### config.mk
export PLATFORM = sky130hd
export DESIGN_NAME = switch_programmed_pulse_sequencer
export DESIGN_NICKNAME = d
export VERILOG_FILES = /design/src/rtl/pulser_pkg.sv /design/src/rtl/switch_events_if.sv /design/src/rtl/mode_table_rom.sv /design/src/rtl/switch_conditioner.sv /design/src/rtl/switch_programmed_pulse_sequencer.sv
export SDC_FILE = /design/constraint.sdc
export NUM_CORES = 1
export LEC_CHECK = 0
export ABC_AREA = 0
export CAP_MARGIN = 25
export CORE_MARGIN = 5
export CORE_UTILIZATION = 55
export CTS_CLUSTER_DIAMETER = 100
export DETAILED_ROUTE_END_ITERATION = 16
export DONT_BUFFER_PORTS = 1
export PLACE_DENSITY = 0.7
export SLEW_MARGIN = 20
export SYNTH_ARGS = -nofsm -noshare
export SYNTH_HDL_FRONTEND = slang
export SYNTH_SLANG_ARGS = --single-unit
### constraint.sdc
create_clock -name i_clk -period 3.4 [get_ports i_clk]
set_clock_uncertainty 0.05 [all_clocks]
set_input_delay 0.17 -clock i_clk [delete_from_list [all_inputs] [get_ports i_clk]]
set_output_delay 0.17 -clock i_clk [all_outputs]
set_load 0.01 [all_outputs]
### src/rtl/pulser_pkg.sv
// constants, table contents and types of the push-button pulse sequencer
// assumes a single 100 MHz system clock; shared by all design modules
package pulser_pkg;

   // system clock and the slow time base it is divided down to
   localparam int CLOCK_HZ = 100_000_000;
   localparam int CLK_PERIOD_NS = 10;
   localparam int TICK_HZ = 100;
   localparam int TICK_CYCLES_DEFAULT = CLOCK_HZ / TICK_HZ;

   // one-shot output pulse width, rounded down to whole cycles
   localparam int PULSE_WIDTH_NS = 10_000;
   localparam logic [9:0] PULSE_CYCLES = 10'(PULSE_WIDTH_NS / CLK_PERIOD_NS);

   // programming windows, counted in 100 Hz ticks
   localparam logic [6:0] WINDOW_TICKS = 7'h64;
   localparam logic [6:0] HOLD_TICKS = 7'h64;
   localparam logic [6:0] ERASE_TICKS = 7'h64;

   // switch filter and indicator timing, in ticks
   localparam logic [1:0] DEBOUNCE_TICKS = 2'h2;
   localparam logic [2:0] FLASH_TICKS = 3'h5;

   // highest push count that selects a mode
   localparam logic [2:0] MAX_PUSHES = 3'h5;

   // mode table word: led period | repeat period | burst length | pulse period
   localparam int FLD_RATE_LSB = 0;
   localparam int FLD_LEN_LSB = 8;
   localparam int FLD_REPEAT_LSB = 16;
   localparam int FLD_LED_LSB = 24;
   localparam int FLD_WIDTH = 8;

   // table contents indexed by push count
   localparam logic [31:0] MODE_NONE = 32'h0000_0000;
   localparam logic [31:0] MODE_CONT_100HZ = 32'h0A00_0001;
   localparam logic [31:0] MODE_BURST_100 = 32'h00C8_6401;
   localparam logic [31:0] MODE_CONT_10HZ = 32'h1400_000A;
   localparam logic [31:0] MODE_BURST_10 = 32'h0064_0A01;
   localparam logic [31:0] MODE_CONT_1HZ = 32'h6400_0064;

   typedef enum logic [3:0]
   {
      ST_IDLE = 4'h1,
      ST_PROG = 4'h2,
      ST_RUN = 4'h4,
      ST_FINISH = 4'h8
   } seq_state_type;

endpackage : pulser_pkg

### src/rtl/switch_events_if.sv
// debounced switch events passed from the switch filter to the sequencer
// assumes both ends run on the same system clock
`timescale 1ns/1ps
interface switch_events_if;
   logic press;
   logic held;

   modport source
   (
      output press,
      output held
   );

   modport sink
   (
      input press,
      input held
   );
endinterface : switch_events_if

### src/rtl/mode_table_rom.sv
// 256-bit fixed mode table, eight words of 32 bits, registered read
// assumes the address is held steady while a mode runs
`timescale 1ns/1ps
module mode_table_rom
   import pulser_pkg::*;
(
   input wire logic i_clk,
   input wire logic [2:0] i_addr,
   output logic [31:0] o_data
);

   logic [31:0] word;

   always_comb
   begin
      case (i_addr)
         3'h1: word = MODE_CONT_100HZ;
         3'h2: word = MODE_BURST_100;
         3'h3: word = MODE_CONT_10HZ;
         3'h4: word = MODE_BURST_10;
         3'h5: word = MODE_CONT_1HZ;
         default: word = MODE_NONE;
      endcase
   end

   always_ff @(posedge i_clk)
   begin
      o_data <= word;
   end

endmodule : mode_table_rom

### src/rtl/switch_conditioner.sv
// synchronises and debounces the push switch, reports press and held level
// assumes i_tick is a one-cycle 100 Hz enable on the same clock
`timescale 1ns/1ps
module switch_conditioner
   import pulser_pkg::*;
(
   input wire logic i_clk,
   input wire logic i_rst,
   input wire logic i_tick,
   input wire logic i_switch,
   switch_events_if.source ev
);

   logic sw_meta;
   logic sw_sync;
   logic level;
   logic level_d;
   logic [1:0] stable_cnt;
   wire differs = (sw_sync != level);

   always_ff @(posedge i_clk)
   begin
      sw_meta <= i_switch;
      sw_sync <= sw_meta;
   end

   // a change must persist over two ticks; bounces shorter than that vanish
   always_ff @(posedge i_clk)
   begin
      if (i_rst)
      begin
         level <= 1'b0;
         stable_cnt <= 2'h0;
      end
      else if (!differs)
         stable_cnt <= 2'h0;
      else if (i_tick && stable_cnt == DEBOUNCE_TICKS - 2'h1)
      begin
         level <= sw_sync;
         stable_cnt <= 2'h0;
      end
      else if (i_tick)
         stable_cnt <= stable_cnt + 2'h1;
   end

   always_ff @(posedge i_clk)
   begin
      if (i_rst)
         level_d <= 1'b0;
      else
         level_d <= level;
   end

   assign ev.press = level & ~level_d;
   assign ev.held = level;

endmodule : switch_conditioner

### src/rtl/switch_programmed_pulse_sequencer.sv
// top of the one-button pulse sequencer: programming, mode run, tip pulse, LED
// assumes i_switch, i_tip and i_overload are asynchronous pins; the tip pin
// is resolved outside from o_tip and o_tip_oe_n
`timescale 1ns/1ps

// What this block does
// - count push only within one second
// - hold over one second starts mode
// - latched switch runs mode as hold
// - release midburst still completes burst
// - programming pulses deducted from first burst
// - other release stops output, reprogram at once
// - released over one second clears pushes
// - LED flashes once per burst
// - controller tracks programming, running, idle reset
// - each press in idle or programming presets timing, fires pulse unless one is live
// - burst control starts, counts, stops bursts
// - one time base for rates, bursts
// - all timing but the pulse width from one 100 Hz tick
// - pulse drives tip opposite present level
// - overload sense ends pulse early
// - 256-bit fixed table sets mode behaviour
// - LED driver shows activity per mode
// - push count selects one of five modes
// - 100 burst: 100 pulses, every 2 s
// - 10 burst: 10 pulses, every 1 s
// - one-shot pulse about 10 us wide
module switch_programmed_pulse_sequencer
   import pulser_pkg::*;
#(
   parameter int TICK_CYCLES = TICK_CYCLES_DEFAULT
)
(
   input wire logic i_clk,
   input wire logic i_rst,
   input wire logic i_switch,
   input wire logic i_tip,
   input wire logic i_overload,
   output logic o_tip,
   output logic o_tip_oe_n,
   output logic o_led,
   output logic o_running
);

   localparam logic [19:0] TICK_LAST = 20'(TICK_CYCLES - 1);

   function automatic logic [2:0] bump_count(input logic [2:0] cnt);
      bump_count = (cnt >= MAX_PUSHES) ? MAX_PUSHES : cnt + 3'h1;
   endfunction : bump_count

   switch_events_if ev ();

   seq_state_type state;
   seq_state_type next_state;
   logic [19:0] tick_cnt;
   logic [2:0] push_count;
   logic [6:0] hold_cnt;
   logic [6:0] gap_cnt;
   logic [31:0] mode_word;
   logic [7:0] rate_cnt;
   logic [7:0] frame_cnt;
   logic [7:0] burst_left;
   logic [7:0] led_cnt;
   logic [2:0] flash_cnt;
   logic [9:0] pulse_cnt;
   logic [1:0] pin_meta;
   logic [1:0] pin_sync;
   logic pulse_pol;

   // shared 100 Hz enable; a press restarts it so timing follows the push
   wire tick = (tick_cnt == TICK_LAST);

   switch_conditioner u_switch
   (
      .i_clk(i_clk),
      .i_rst(i_rst),
      .i_tick(tick),
      .i_switch(i_switch),
      .ev(ev.source)
   );

   mode_table_rom u_table
   (
      .i_clk(i_clk),
      .i_addr(push_count),
      .o_data(mode_word)
   );

   // mode parameters decoded from the table word
   wire [7:0] rate_ticks = mode_word[FLD_RATE_LSB +: FLD_WIDTH];
   wire [7:0] burst_len = mode_word[FLD_LEN_LSB +: FLD_WIDTH];
   wire [7:0] repeat_ticks = mode_word[FLD_REPEAT_LSB +: FLD_WIDTH];
   wire [7:0] led_ticks = mode_word[FLD_LED_LSB +: FLD_WIDTH];
   wire burst_mode = (burst_len != 8'h00);

   wire tip_level = pin_sync[0];
   wire overload = pin_sync[1];
   wire running = (state == ST_RUN) || (state == ST_FINISH);
   wire programming = (state == ST_PROG);
   wire accept_press = ev.press && ((state == ST_IDLE) || programming);
   wire in_window = (gap_cnt < WINDOW_TICKS);
   wire [2:0] next_push = (programming && in_window) ? bump_count(push_count) : 3'h1;
   wire enter_run = programming && (next_state == ST_RUN);
   wire to_idle = (state != ST_IDLE) && (next_state == ST_IDLE);
   wire frame_wrap = (frame_cnt == repeat_ticks - 8'h01);
   wire rate_wrap = (rate_cnt == rate_ticks - 8'h01);
   wire [7:0] first_burst = burst_len - {5'h00, push_count};
   wire cont_fire = tick && (state == ST_RUN) && !burst_mode && rate_wrap;
   wire burst_fire = tick && running && burst_mode && (burst_left != 8'h00);
   wire fire = accept_press || cont_fire || burst_fire;
   wire pulse_end = overload || (pulse_cnt == PULSE_CYCLES - 10'h001);
   wire led_blink = (led_cnt < {1'b0, led_ticks[7:1]});
   wire next_led = (flash_cnt != 3'h0)
                   || (running && burst_mode && burst_left != 8'h00)
                   || ((state == ST_RUN) && !burst_mode && led_blink);

   // tip sense and overload sense come from pins
   always_ff @(posedge i_clk)
   begin
      pin_meta <= {i_overload, i_tip};
      pin_sync <= pin_meta;
   end

   always_ff @(posedge i_clk)
   begin
      if (i_rst || ev.press || tick)
         tick_cnt <= 20'h00000;
      else
         tick_cnt <= tick_cnt + 20'h00001;
   end

   // mode controller
   always_comb
   begin
      next_state = state;
      case (state)
         ST_IDLE:
         begin
            if (accept_press)
               next_state = ST_PROG;
         end
         ST_PROG:
         begin
            if (tick && ev.held && hold_cnt == HOLD_TICKS)
               next_state = ST_RUN;
            else if (tick && !ev.held && gap_cnt == ERASE_TICKS)
               next_state = ST_IDLE;
         end
         ST_RUN:
         begin
            if (!ev.held && burst_mode && burst_left != 8'h00)
               next_state = ST_FINISH;
            else if (!ev.held)
               next_state = ST_IDLE;
         end
         ST_FINISH:
         begin
            if (burst_left == 8'h00)
               next_state = ST_IDLE;
         end
         default: next_state = ST_IDLE;
      endcase
   end

   always_ff @(posedge i_clk)
   begin
      if (i_rst)
         state <= ST_IDLE;
      else
         state <= next_state;
   end

   // push count doubles as the table address; cleared on every return to idle
   always_ff @(posedge i_clk)
   begin
      if (i_rst || to_idle)
         push_count <= 3'h0;
      else if (accept_press)
         push_count <= next_push;
   end

   // hold time while pressed, gap time while released, both since last press
   always_ff @(posedge i_clk)
   begin
      if (i_rst || accept_press || !programming)
      begin
         hold_cnt <= 7'h00;
         gap_cnt <= 7'h00;
      end
      else if (tick && ev.held && hold_cnt != HOLD_TICKS)
         hold_cnt <= hold_cnt + 7'h01;
      else if (tick && !ev.held && gap_cnt != ERASE_TICKS)
         gap_cnt <= gap_cnt + 7'h01;
   end

   // continuous-rate divider
   always_ff @(posedge i_clk)
   begin
      if (i_rst || accept_press || enter_run || (tick && rate_wrap))
         rate_cnt <= 8'h00;
      else if (tick && running)
         rate_cnt <= rate_cnt + 8'h01;
   end

   // burst repeat frame
   always_ff @(posedge i_clk)
   begin
      if (i_rst || accept_press || enter_run || (tick && frame_wrap))
         frame_cnt <= 8'h00;
      else if (tick && running)
         frame_cnt <= frame_cnt + 8'h01;
   end

   // pulses left in the current burst; after release no new burst is loaded
   always_ff @(posedge i_clk)
   begin
      if (i_rst || accept_press)
         burst_left <= 8'h00;
      else if (enter_run)
         burst_left <= burst_mode ? first_burst : 8'h00;
      else if (tick && frame_wrap && state == ST_RUN && burst_mode)
         burst_left <= burst_len;
      else if (burst_fire)
         burst_left <= burst_left - 8'h01;
   end

   // indicator: short flash per press, blink in continuous modes
   always_ff @(posedge i_clk)
   begin
      if (i_rst)
         flash_cnt <= 3'h0;
      else if (accept_press)
         flash_cnt <= FLASH_TICKS;
      else if (tick && flash_cnt != 3'h0)
         flash_cnt <= flash_cnt - 3'h1;
   end

   always_ff @(posedge i_clk)
   begin
      if (i_rst || !running || (tick && led_cnt == led_ticks - 8'h01))
         led_cnt <= 8'h00;
      else if (tick)
         led_cnt <= led_cnt + 8'h01;
   end

   always_ff @(posedge i_clk)
   begin
      if (i_rst)
      begin
         o_led <= 1'b0;
         o_running <= 1'b0;
      end
      else
      begin
         o_led <= next_led;
         o_running <= running;
      end
   end

   // output one-shot; a request during a live pulse is dropped, not queued
   always_ff @(posedge i_clk)
   begin
      if (i_rst)
      begin
         o_tip_oe_n <= 1'b1;
         pulse_pol <= 1'b0;
         pulse_cnt <= 10'h000;
      end
      else if (fire && o_tip_oe_n)
      begin
         o_tip_oe_n <= 1'b0;
         pulse_pol <= ~tip_level;
         pulse_cnt <= 10'h000;
      end
      else if (!o_tip_oe_n && pulse_end)
         o_tip_oe_n <= 1'b1;
      else if (!o_tip_oe_n)
         pulse_cnt <= pulse_cnt + 10'h001;
   end

   assign o_tip = pulse_pol;

endmodule : switch_programmed_pulse_sequencer

Yosys cells after proc, flatten, opt, wreduce, memory -nomap -nowiden. Cells that the tools add are included.

$lt $le $gt $ge: 3. Reductions and logical operators: 66. Mux-type cells: 18. Equal/unequal tests: 23. $add $sub $neg: 15. Bitwise gates (word level): 7.

Operators with widths (count): $pmux 31 s5 (1); $mux 8 (4); $logic_and 1x1->1 (31); $add 8x1->8 const B (3); $eq 8x8->1 (3); $mux 4 (6); $sub 8x1->8 const B (3); $add 20x1->20 const B (1); $eq 20x20->1 const B (1); $logic_or 1x1->1 (17); $pmux 4 s4 (1); $reduce_bool 8->1 (2); $add 7x1->7 const B (2); $eq 7x7->1 const B (2); $ne 7x7->1 const B (2); $mux 3 (4); $add 10x1->10 const B (1); $eq 10x10->1 const B (1); $eq 4x1->1 const B (2); $eq 4x3->1 const B (2); $logic_not 8->1 (1); $lt 8x6->1 (1); $sub 7x1->8 const B (1); $sub 8x3->8 (1); 22 further kinds (39).

Logic and storage cells: 156. Output and inout port bits: 4. Bits of input ports: 5. Flip-flop bits (word level): 131.

Logic depth before layout (Yosys ltp). Gate-level depths: netlist of the first run.

Depth in word-level cells: 10. Mapped depth: 12. Mapped depth without buffers: 9.

Cells and area by module. Synthesis of the first run repeated with hierarchy kept, for this count alone.

Cells, all modules: 740. Area total of the unflattened synthesis: 6174.7 um^2.

By module, submodules not included: switch_programmed_pulse_sequencer (seq. area each 1881.8 um^2, area an instance 5529.1 um^2, instances 1, cells each 678); mode_table_rom (seq. area each 160.2 um^2, area an instance 417.9 um^2, instances 1, cells each 42); switch_conditioner (seq. area each 120.1 um^2, area an instance 227.7 um^2, instances 1, cells each 20).

Worst setup path before layout of the first run. Ideal clock, no wire load.

Kind: register -> register. Start: register, netlist name u_table.o_data[21]. End: register pulse_cnt[0]. Stages on the path, launching flop included: 12. Clock period less this slack: 2.496 ns. Required time: 3.233 ns. Arrival time: 2.329 ns. Slack: 0.904 ns. Path buffers: 2. Library setup time: 0.117 ns. Cell sequence: dfxtp_1 inv_1 ha_1 clkbuf_1 inv_1 o31a_1 nor4b_2 o21ai_1 o21ai_1 or2_1 buf_2 nor2_1.

RTL lines: end signal: assignment (RTL line switch_programmed_pulse_sequencer.sv:278) `pulse_cnt <= pulse_cnt + 10'h001;`; end: declaration (RTL line switch_programmed_pulse_sequencer.sv:65) `logic [9:0] pulse_cnt;`.

Worst setup path after layout of the first run.
Start: register u_table.o_data[21]. End: register burst_left[2].

Longest elaborated chain between the ends: 7. Elaborated cells between the ends (all ways): 8. Those cells by class: add/sub: 1; eq/ne: 1; mux: 2; reduce/logical: 4.

RTL lines: start: declaration (RTL line mode_table_rom.sv:9) `output logic [31:0] o_data`; start signal: assignment (RTL line mode_table_rom.sv:28) `o_data <= word;`; $sub 8x1->8 * (RTL line switch_programmed_pulse_sequencer.sv:105) `wire frame_wrap = (frame_cnt == repeat_ticks - 8'h01);`; $eq 8x8->1 * (RTL line switch_programmed_pulse_sequencer.sv:105); $logic_and 1x1->1 * (3 in series) (RTL line switch_programmed_pulse_sequencer.sv:221) `else if (tick && frame_wrap && state == ST_RUN && burst_mode)`; $mux 8 (RTL line switch_programmed_pulse_sequencer.sv:221); $mux 8 (RTL line switch_programmed_pulse_sequencer.sv:219) `else if (enter_run)`; end signal: assignment (RTL line switch_programmed_pulse_sequencer.sv:220) `burst_left <= burst_mode ? first_burst : 8'h00;`; end signal: assignment (RTL line switch_programmed_pulse_sequencer.sv:222) `burst_left <= burst_len;`; end signal: assignment (RTL line switch_programmed_pulse_sequencer.sv:224) `burst_left <= burst_left - 8'h01;`; end: declaration (RTL line switch_programmed_pulse_sequencer.sv:62) `logic [7:0] burst_left;`.

Every way passes the cells marked *; elsewhere a longest branch is shown, timed or not. A chain may end at the register's enable or synchronous reset.

==> flow_summary.toml, run 1 <==
[synth]
avgSynthCellArea_um2 = 8.52
postSynth.asyncResetShare_pct = 0
synth.area.top_cells = "dfxtp_1 (39%), ha_1 (7.2%), nor2_1 (6.9%)"
post_synth_inst_count = 657
synth-seq-area-share_pct = 38.6
netlist_area_um2 = 5600
mappedNetlistNets = 695
post-synth-top-area-cell = "dfxtp_1"
primary_flip_flop_cell_chosen_by_synthesis_mapping = "dfxtp_1"
post-synth-top-area-fraction_pct = 38.6
synthMostInstantiatedCell = "dfxtp_1"
synth.top_cells.by_count = "dfxtp_1 (108), nor2_1 (103), nand2_1 (45)"
number_of_synthesized_register_bits = 108
post_synth_edffs = 0
yosysWarningCount = 0
yosysUniqueCellTypes = 60

[drt]
remaining_drc_errors = 0
number_of_iterations_in_the_first_detailed_routing_pass = 4
postRouteAntennaNets = 0
routed_length_per_instance_um = 14.1
finalWirelength_um = 11300
drt_first_iter_violations = 210
avgViaCountPerCell = 5.61
num_vias = 4475

[flow_run]
max-cap-violations = 0

[sta]
final.min_clock_period_ps = 2870
final_min_period_over_clock_period_pct = 84.5
achievable_frequency_ghz = 0.348
worst_slew_margin_rel_pct = 47.4
setup-violations-final = 0
worst_slew_pin_slew_ps = 783
final_count_of_pins_violating_max_slew = 0
hold_violation_count_in_the_final_report = 0
grt_setup_unrepaired = "no"
fin_tns_setup_ps = 0

[clock_network]
clockBufferDepth = 2
root_buffer = "clkbuf_8"
post_cts_resize_count = 0
clock_net_sink_count = 108
cts_tree = "built"
clkLatencyLatePin_ps = 380
ctsHtreeMaxLevel = 3
cts.reportedPaths.clkPinSlew_ps = 100
cts_made_buffers = 9

[global_route]
grt.overflow.total = 0
grt_pass1_wl_um = 19600
global_routing_usage_summed_across_all_routing_layers_pct = 19.0
antenna_violations_before_repair = 0
grt_pass1_vias = 4377
grt_start_max_net_pins = 20

[worst_setup_path]
critPathCaptureType = "register"
setup.worst_path.start = "u_table.o_data[21]$_DFF_P_"
worst-path-buf-inv = 1
timing.critical_path.slowest_stage_cell = "o311ai_0"
reg2reg_from = "u_table.o_data[21]$_DFF_P_"
critPathTopFamily = "compound AO/OA/AOI/OAI gates"
cp_data_required_time_ps = 3660
critPathMaxStageDelay_ps = 540
cp.arrival_ps = 3140
crit_path_start_kind = "register"
critPathMaxFanout = 7
timing.critical_path.cells = "inv_1 > ha_1 > xnor2_1 > mux2i_1 > o311ai_0 > and2_0 > o21ai_0 > a21oi_1 > a21boi_0"
timing.setup.critical_path_class = "register to register"

[placed_design]
place.detailed.hpwl_um = 8320
placed_cells_incl_taps = 779
weighted_congestion_reported_at_the_end_of_routability_driven_placement = 0.870
port-buffer-count = 0

[final_layout]
nNetsFinal = 699
drive_gt1_share_pct = 4.36
area.sequential_um2 = 2160
diodes = 0
fillCellCount = 858
layout-area-overhead-vs-synth_pct = 6.88
layoutNonFillerInstCount = 798
multi_input_area_um2 = 3280

[floorplan]
die-width_um = 111
fp.dieArea_um2 = 12300
rows = 36
floorplan.core_area_um2 = 9860
die_height_um = 111
boundaryPins = 9
initial_utilization_pct = 56.7

[power]
worst_ir_drop_vdd_mv = 0.332
power.density_nw_per_um2 = 350
total_leakage_power_uw = 0.00214

[min_path]
hold_path_startpoint = "i_rst"
worstHoldPathType = "input pin to register"

[status]
status = "complete, no violations"
==> logic make-up after synthesis <==
group                    synth area share, %
AND/OR/NAND/NOR                         26.9
XOR/XNOR                                11.9
flip-flops                              38.6
AO/OA/AOI/OAI                           10.4
adder cells (fa/ha/maj)                 7.51
buffers and inverters                   2.82
multiplexers                            1.83
==> power by group <==
group          internal, uW  switching [uW]  leakage (uW)
logic                  8.78            17.6       0.00116
registers              1270            4.37      0.000872
clock network           379             416      0.000103
total                  1660             438       0.00214
==> layer usage <==
metal	GRT usage, %	routed length (um)
met3	5.19	467
met2	33.0	5510
met1	23.1	5170
met4	5.25	142
met5	0	0
==> through the flow <==
stage	hold slack, ps	area, um^2	total power (uW)	utilization, %	worst slack [ps]
after floorplan	148	5600	1320	-	904
after CTS	110	5980	2130	60.7	571
final	124	5980	2100	60.7	526
after global routing	161	5980	2190	60.7	324
after global placement	148	5740	1320	58.2	744
after detailed placement	148	5740	1320	58.2	606
==> flip-flops by register name (all words and copies together) (netlist names), 2 cells and up <==
name                 flops
frame_cnt                8
pin_meta                 2
u_table.o_data           8
tick_cnt                20
pin_sync                 2
gap_cnt                  7
u_switch.stable_cnt      2
hold_cnt                 7
rate_cnt                 8
pulse_cnt               10
state                    4
burst_left               8
push_count               3
led_cnt                  8
flash_cnt                3
==> cell usage in the layout, fill, tap and decap left out, types with 15 or more instances in the layout <==
cell       n
nor3_1    24
a21oi_1   34
o21ai_0   21
nand4_1   19
nor2_1   103
inv_1     25
nand3_1   21
nand2_1   45
dfxtp_1  108
ha_1      32
xnor2_1   36
xor2_1    40
and3_1    15
==> cell type report <==
type	instances	area share (%)
multi-input combinational	508	54.9
sequential	108	36.1
tap	133	2.78
clock buffer	12	2.59
inverter	25	1.57
timing repair buffer	9	1.30
clock inverter	3	0.732
==> worst reg2reg max path, stage by stage, from the launching register on <==
cell and delay, ps:
dfxtp_1 450, inv_1 180, ha_1 270, xnor2_1 250
mux2i_1 110, o311ai_0 540, and2_0 360, o21ai_0 230
a21oi_1 170, a21boi_0 190
==> repair_timing <==
action	CTS	global route
hold buffers	4	0
buffers inserted	0	0
hold endpoints to repair	25	0
==> path summary, 6_finish.rpt <==
check / endpoint / slack (ps) / cells past startpoint
worst max-delay path: burst_left[2]$_SDFFE_PP0P_ / 530 / 9
worst max register to register: burst_left[2]$_SDFFE_PP0P_ / 530 / 9
worst min-delay path: pulse_cnt[7]$_SDFFE_PP0P_ / 120 / 2
worst min register to register: pin_sync[0]$_DFF_P_ / 290 / 0
(Power assumes the default switching activity.)
==> run 2, diff against run 1 <==
- PLACE_DENSITY: 0.7 -> 0.73
- clock period: 3.4 -> 2.3 ns (I/O delays scaled with it)
==> run 2 against run 1 <==
Effect of this change:
- combinational power grew 78%
- critical endpoint is now burst_left[6]$_SDFFE_PP0P_
- sequential cell count is the same
- setup slack lost 460 ps
- via count grew 5.0%
- global-route usage grew 0.17 points
- highest routed layer unchanged
- sequential share of layout area shrank 2.2 points
- cell count grew 4.8%
- count of clock-buffer cells in the layout shrank 2
==> flow_summary.toml, run 2 (synthesized netlist as in run 1, its figures left out) <==
[power]
power_switching_uw = 680
worst_ir_drop_vdd_mv = 0.523
power.share.switching_pct = 21.3
seqPwrFrac_pct = 59.1
p_int_uw = 2510
power.combinational.fraction_pct = 1.5
total_leakage_power_uw = 0.00237
power.density_nw_per_um2 = 498
clockPowerShare_pct = 39.5

[clock_network]
ctsHtreeMaxLevel = 3
cts.reportedPaths.clkPinSlew_ps = 110
root_buffer = "clkbuf_8"
clockBufferDepth = 2
cts_tree = "built"
cts_made_buffers = 9
clock_net_sink_count = 108
clkLatencyLatePin_ps = 370

[worst_setup_path]
setup.worst_path.start = "u_table.o_data[23]$_DFF_P_"
critPathMaxStageDelay_ps = 340
critPathMaxFanout = 6
regToRegSetupSlack_ps = 60
timing.setup.critical_path_class = "register to register"
worst-r2r-cell-count = 9
critPathTopFamily = "compound AO/OA/AOI/OAI gates"
timing.critical_path.cells = "inv_1 > ha_1 > xnor2_2 > mux2i_1 > o311ai_2 > and2_2 > o211ai_1 > a22oi_1 > and3_1"
critPathCaptureType = "register"
worst-path-buf-inv = 1
crit_path_start_kind = "register"
timing.critical_path.slowest_stage_cell = "dfxtp_1"
cp_data_required_time_ps = 2520
reg2reg_from = "u_table.o_data[23]$_DFF_P_"
cp.arrival_ps = 2460
rr_endpoint = "burst_left[6]$_SDFFE_PP0P_"

[min_path]
hold_depth = 1
hold_path_startpoint = "i_tip"
worstHoldPathType = "input pin to register"
hold_path_endpoint = "pin_meta[0]$_DFF_P_"

[final_layout]
diodes = 0
layoutNonFillerInstCount = 836
fillCellCount = 798
number_of_flip_flops_in_the_largest_register = 20
nNetsFinal = 736
layout.cells.most_common_list = "nor2_1 (102), dfxtp_1 (102), nand2_1 (45), xor2_1 (40), buf_4 (40)"
multi_input_area_um2 = 3390
layout-area-overhead-vs-synth_pct = 14.4
max_flop_register = "tick_cnt"
layout_utilization_pct = 64.9
drive_gt1_share_pct = 13.5
reg.largest.list = "tick_cnt: 20 flops, pulse_cnt: 10 flops"
area.sequential_um2 = 2170

[global_route]
grt_pass1_wl_um = 20100
grt_pass1_vias = 4370
antenna_violations_before_repair = 0
grt.overflow.total = 0
grt_start_max_net_pins = 20
global_routing_usage_summed_across_all_routing_layers_pct = 19.2

[placed_design]
placed_cells_incl_taps = 806
port-buffer-count = 0
place.detailed.hpwl_um = 8590
weighted_congestion_reported_at_the_end_of_routability_driven_placement = 0.920

[drt]
number_of_iterations_in_the_first_detailed_routing_pass = 5
finalWirelength_um = 11900
routed_length_per_instance_um = 14.2
remaining_drc_errors = 0
num_vias = 4698
drt_first_iter_violations = 277
avgViaCountPerCell = 5.62
postRouteAntennaNets = 0

[flow_run]
max-cap-violations = 0

[floorplan]
boundaryPins = 9
die_height_um = 111
rows = 36
fp.dieArea_um2 = 12300
initial_utilization_pct = 56.7
floorplan.core_area_um2 = 9860
die-width_um = 111

[sta]
worst_slew_margin_rel_pct = 52.3
grt_setup_unrepaired = "yes"
final_min_period_over_clock_period_pct = 97.3
final.min_clock_period_ps = 2240
worst_slew_pin_slew_ps = 713
achievable_frequency_ghz = 0.447
holdWs_ps = 239
final_count_of_pins_violating_max_slew = 0
setup-violations-final = 0
hold_violation_count_in_the_final_report = 0
fin_tns_setup_ps = 0

[status]
status = "complete, no violations"
-- run 2: worst max-delay path by stage --
stage                                 end  slack, ps  cells after the start
5_1_grt        burst_left[6]$_SDFFE_PP0P_        -80                      9
3_5_place_dp    pulse_cnt[0]$_SDFFE_PP0P_        -30                      9
3_3_place_gp    pulse_cnt[9]$_SDFFE_PP0P_         30                      9
2_1_floorplan    hold_cnt[5]$_SDFFE_PP0P_          3                      9
4_1_cts        burst_left[6]$_SDFFE_PP0P_          5                      9
6_report       burst_left[6]$_SDFFE_PP0P_         60                      9
-- run 2: worst reg2reg max path: cells and delay by family (launching register included) --
| family | cells | cell delay (ps) |
|---|---|---|
| compound gates | 3 | 510 |
| simple gates | 2 | 430 |
| fa+ha+maj | 1 | 230 |
| buf+inv | 1 | 70 |
| flops | 1 | 340 |
| xor+xnor | 1 | 210 |
| mux | 1 | 300 |
-- run 2: routing by layer --
layer | share of wire [%] | track usage [%] | wire length (um)
met4 | 1.6 | 5.67 | 192
met3 | 4.5 | 4.26 | 535
met1 | 45 | 24.7 | 5380
met5 | 0 | 0 | 0
met2 | 49 | 32.2 | 5790
-- run 2: power by group through the flow --
| stage | sequential [uW] | combinational, uW | clock, uW |
|---|---|---|---|
| floorplan | 1930 | 27.5 | 0 |
| global placement | 1930 | 33.2 | 0 |
| detailed placement | 1930 | 33.6 | 0 |
| CTS | 1890 | 44.3 | 1290 |
| global route | 1890 | 52.3 | 1380 |
| finish | 1880 | 46.9 | 1260 |
-- run 2: repair_timing --
action / 4_1_cts / 5_1_grt
buffers inserted: 0 / 10
resized for setup: 2 / 30
endpoints found under the hold margin: 39 / 0
hold buffers: 4 / 0
pin swaps: 0 / 6
setup endpoints to repair: 10 / 43
-- run 2: area by class of cell --
type,count,area share [%]
Tap cell,133,2.60
Inverter,25,1.47
Clock buffer,10,1.99
Clock inverter,6,1.35
Multi-Input combinational cell,508,52.9
Sequential cell,108,33.9
Timing Repair Buffer,46,5.80
-- run 2: through the flow --
stage	instance area, um^2	power, uW	setup slack [ps]
finish	6400	3190	61.8
global route	6400	3320	-81.3
CTS	6220	3220	4.52
detailed placement	5960	1960	-33.5
global placement	5960	1960	27.6
floorplan	5620	1950	2.76
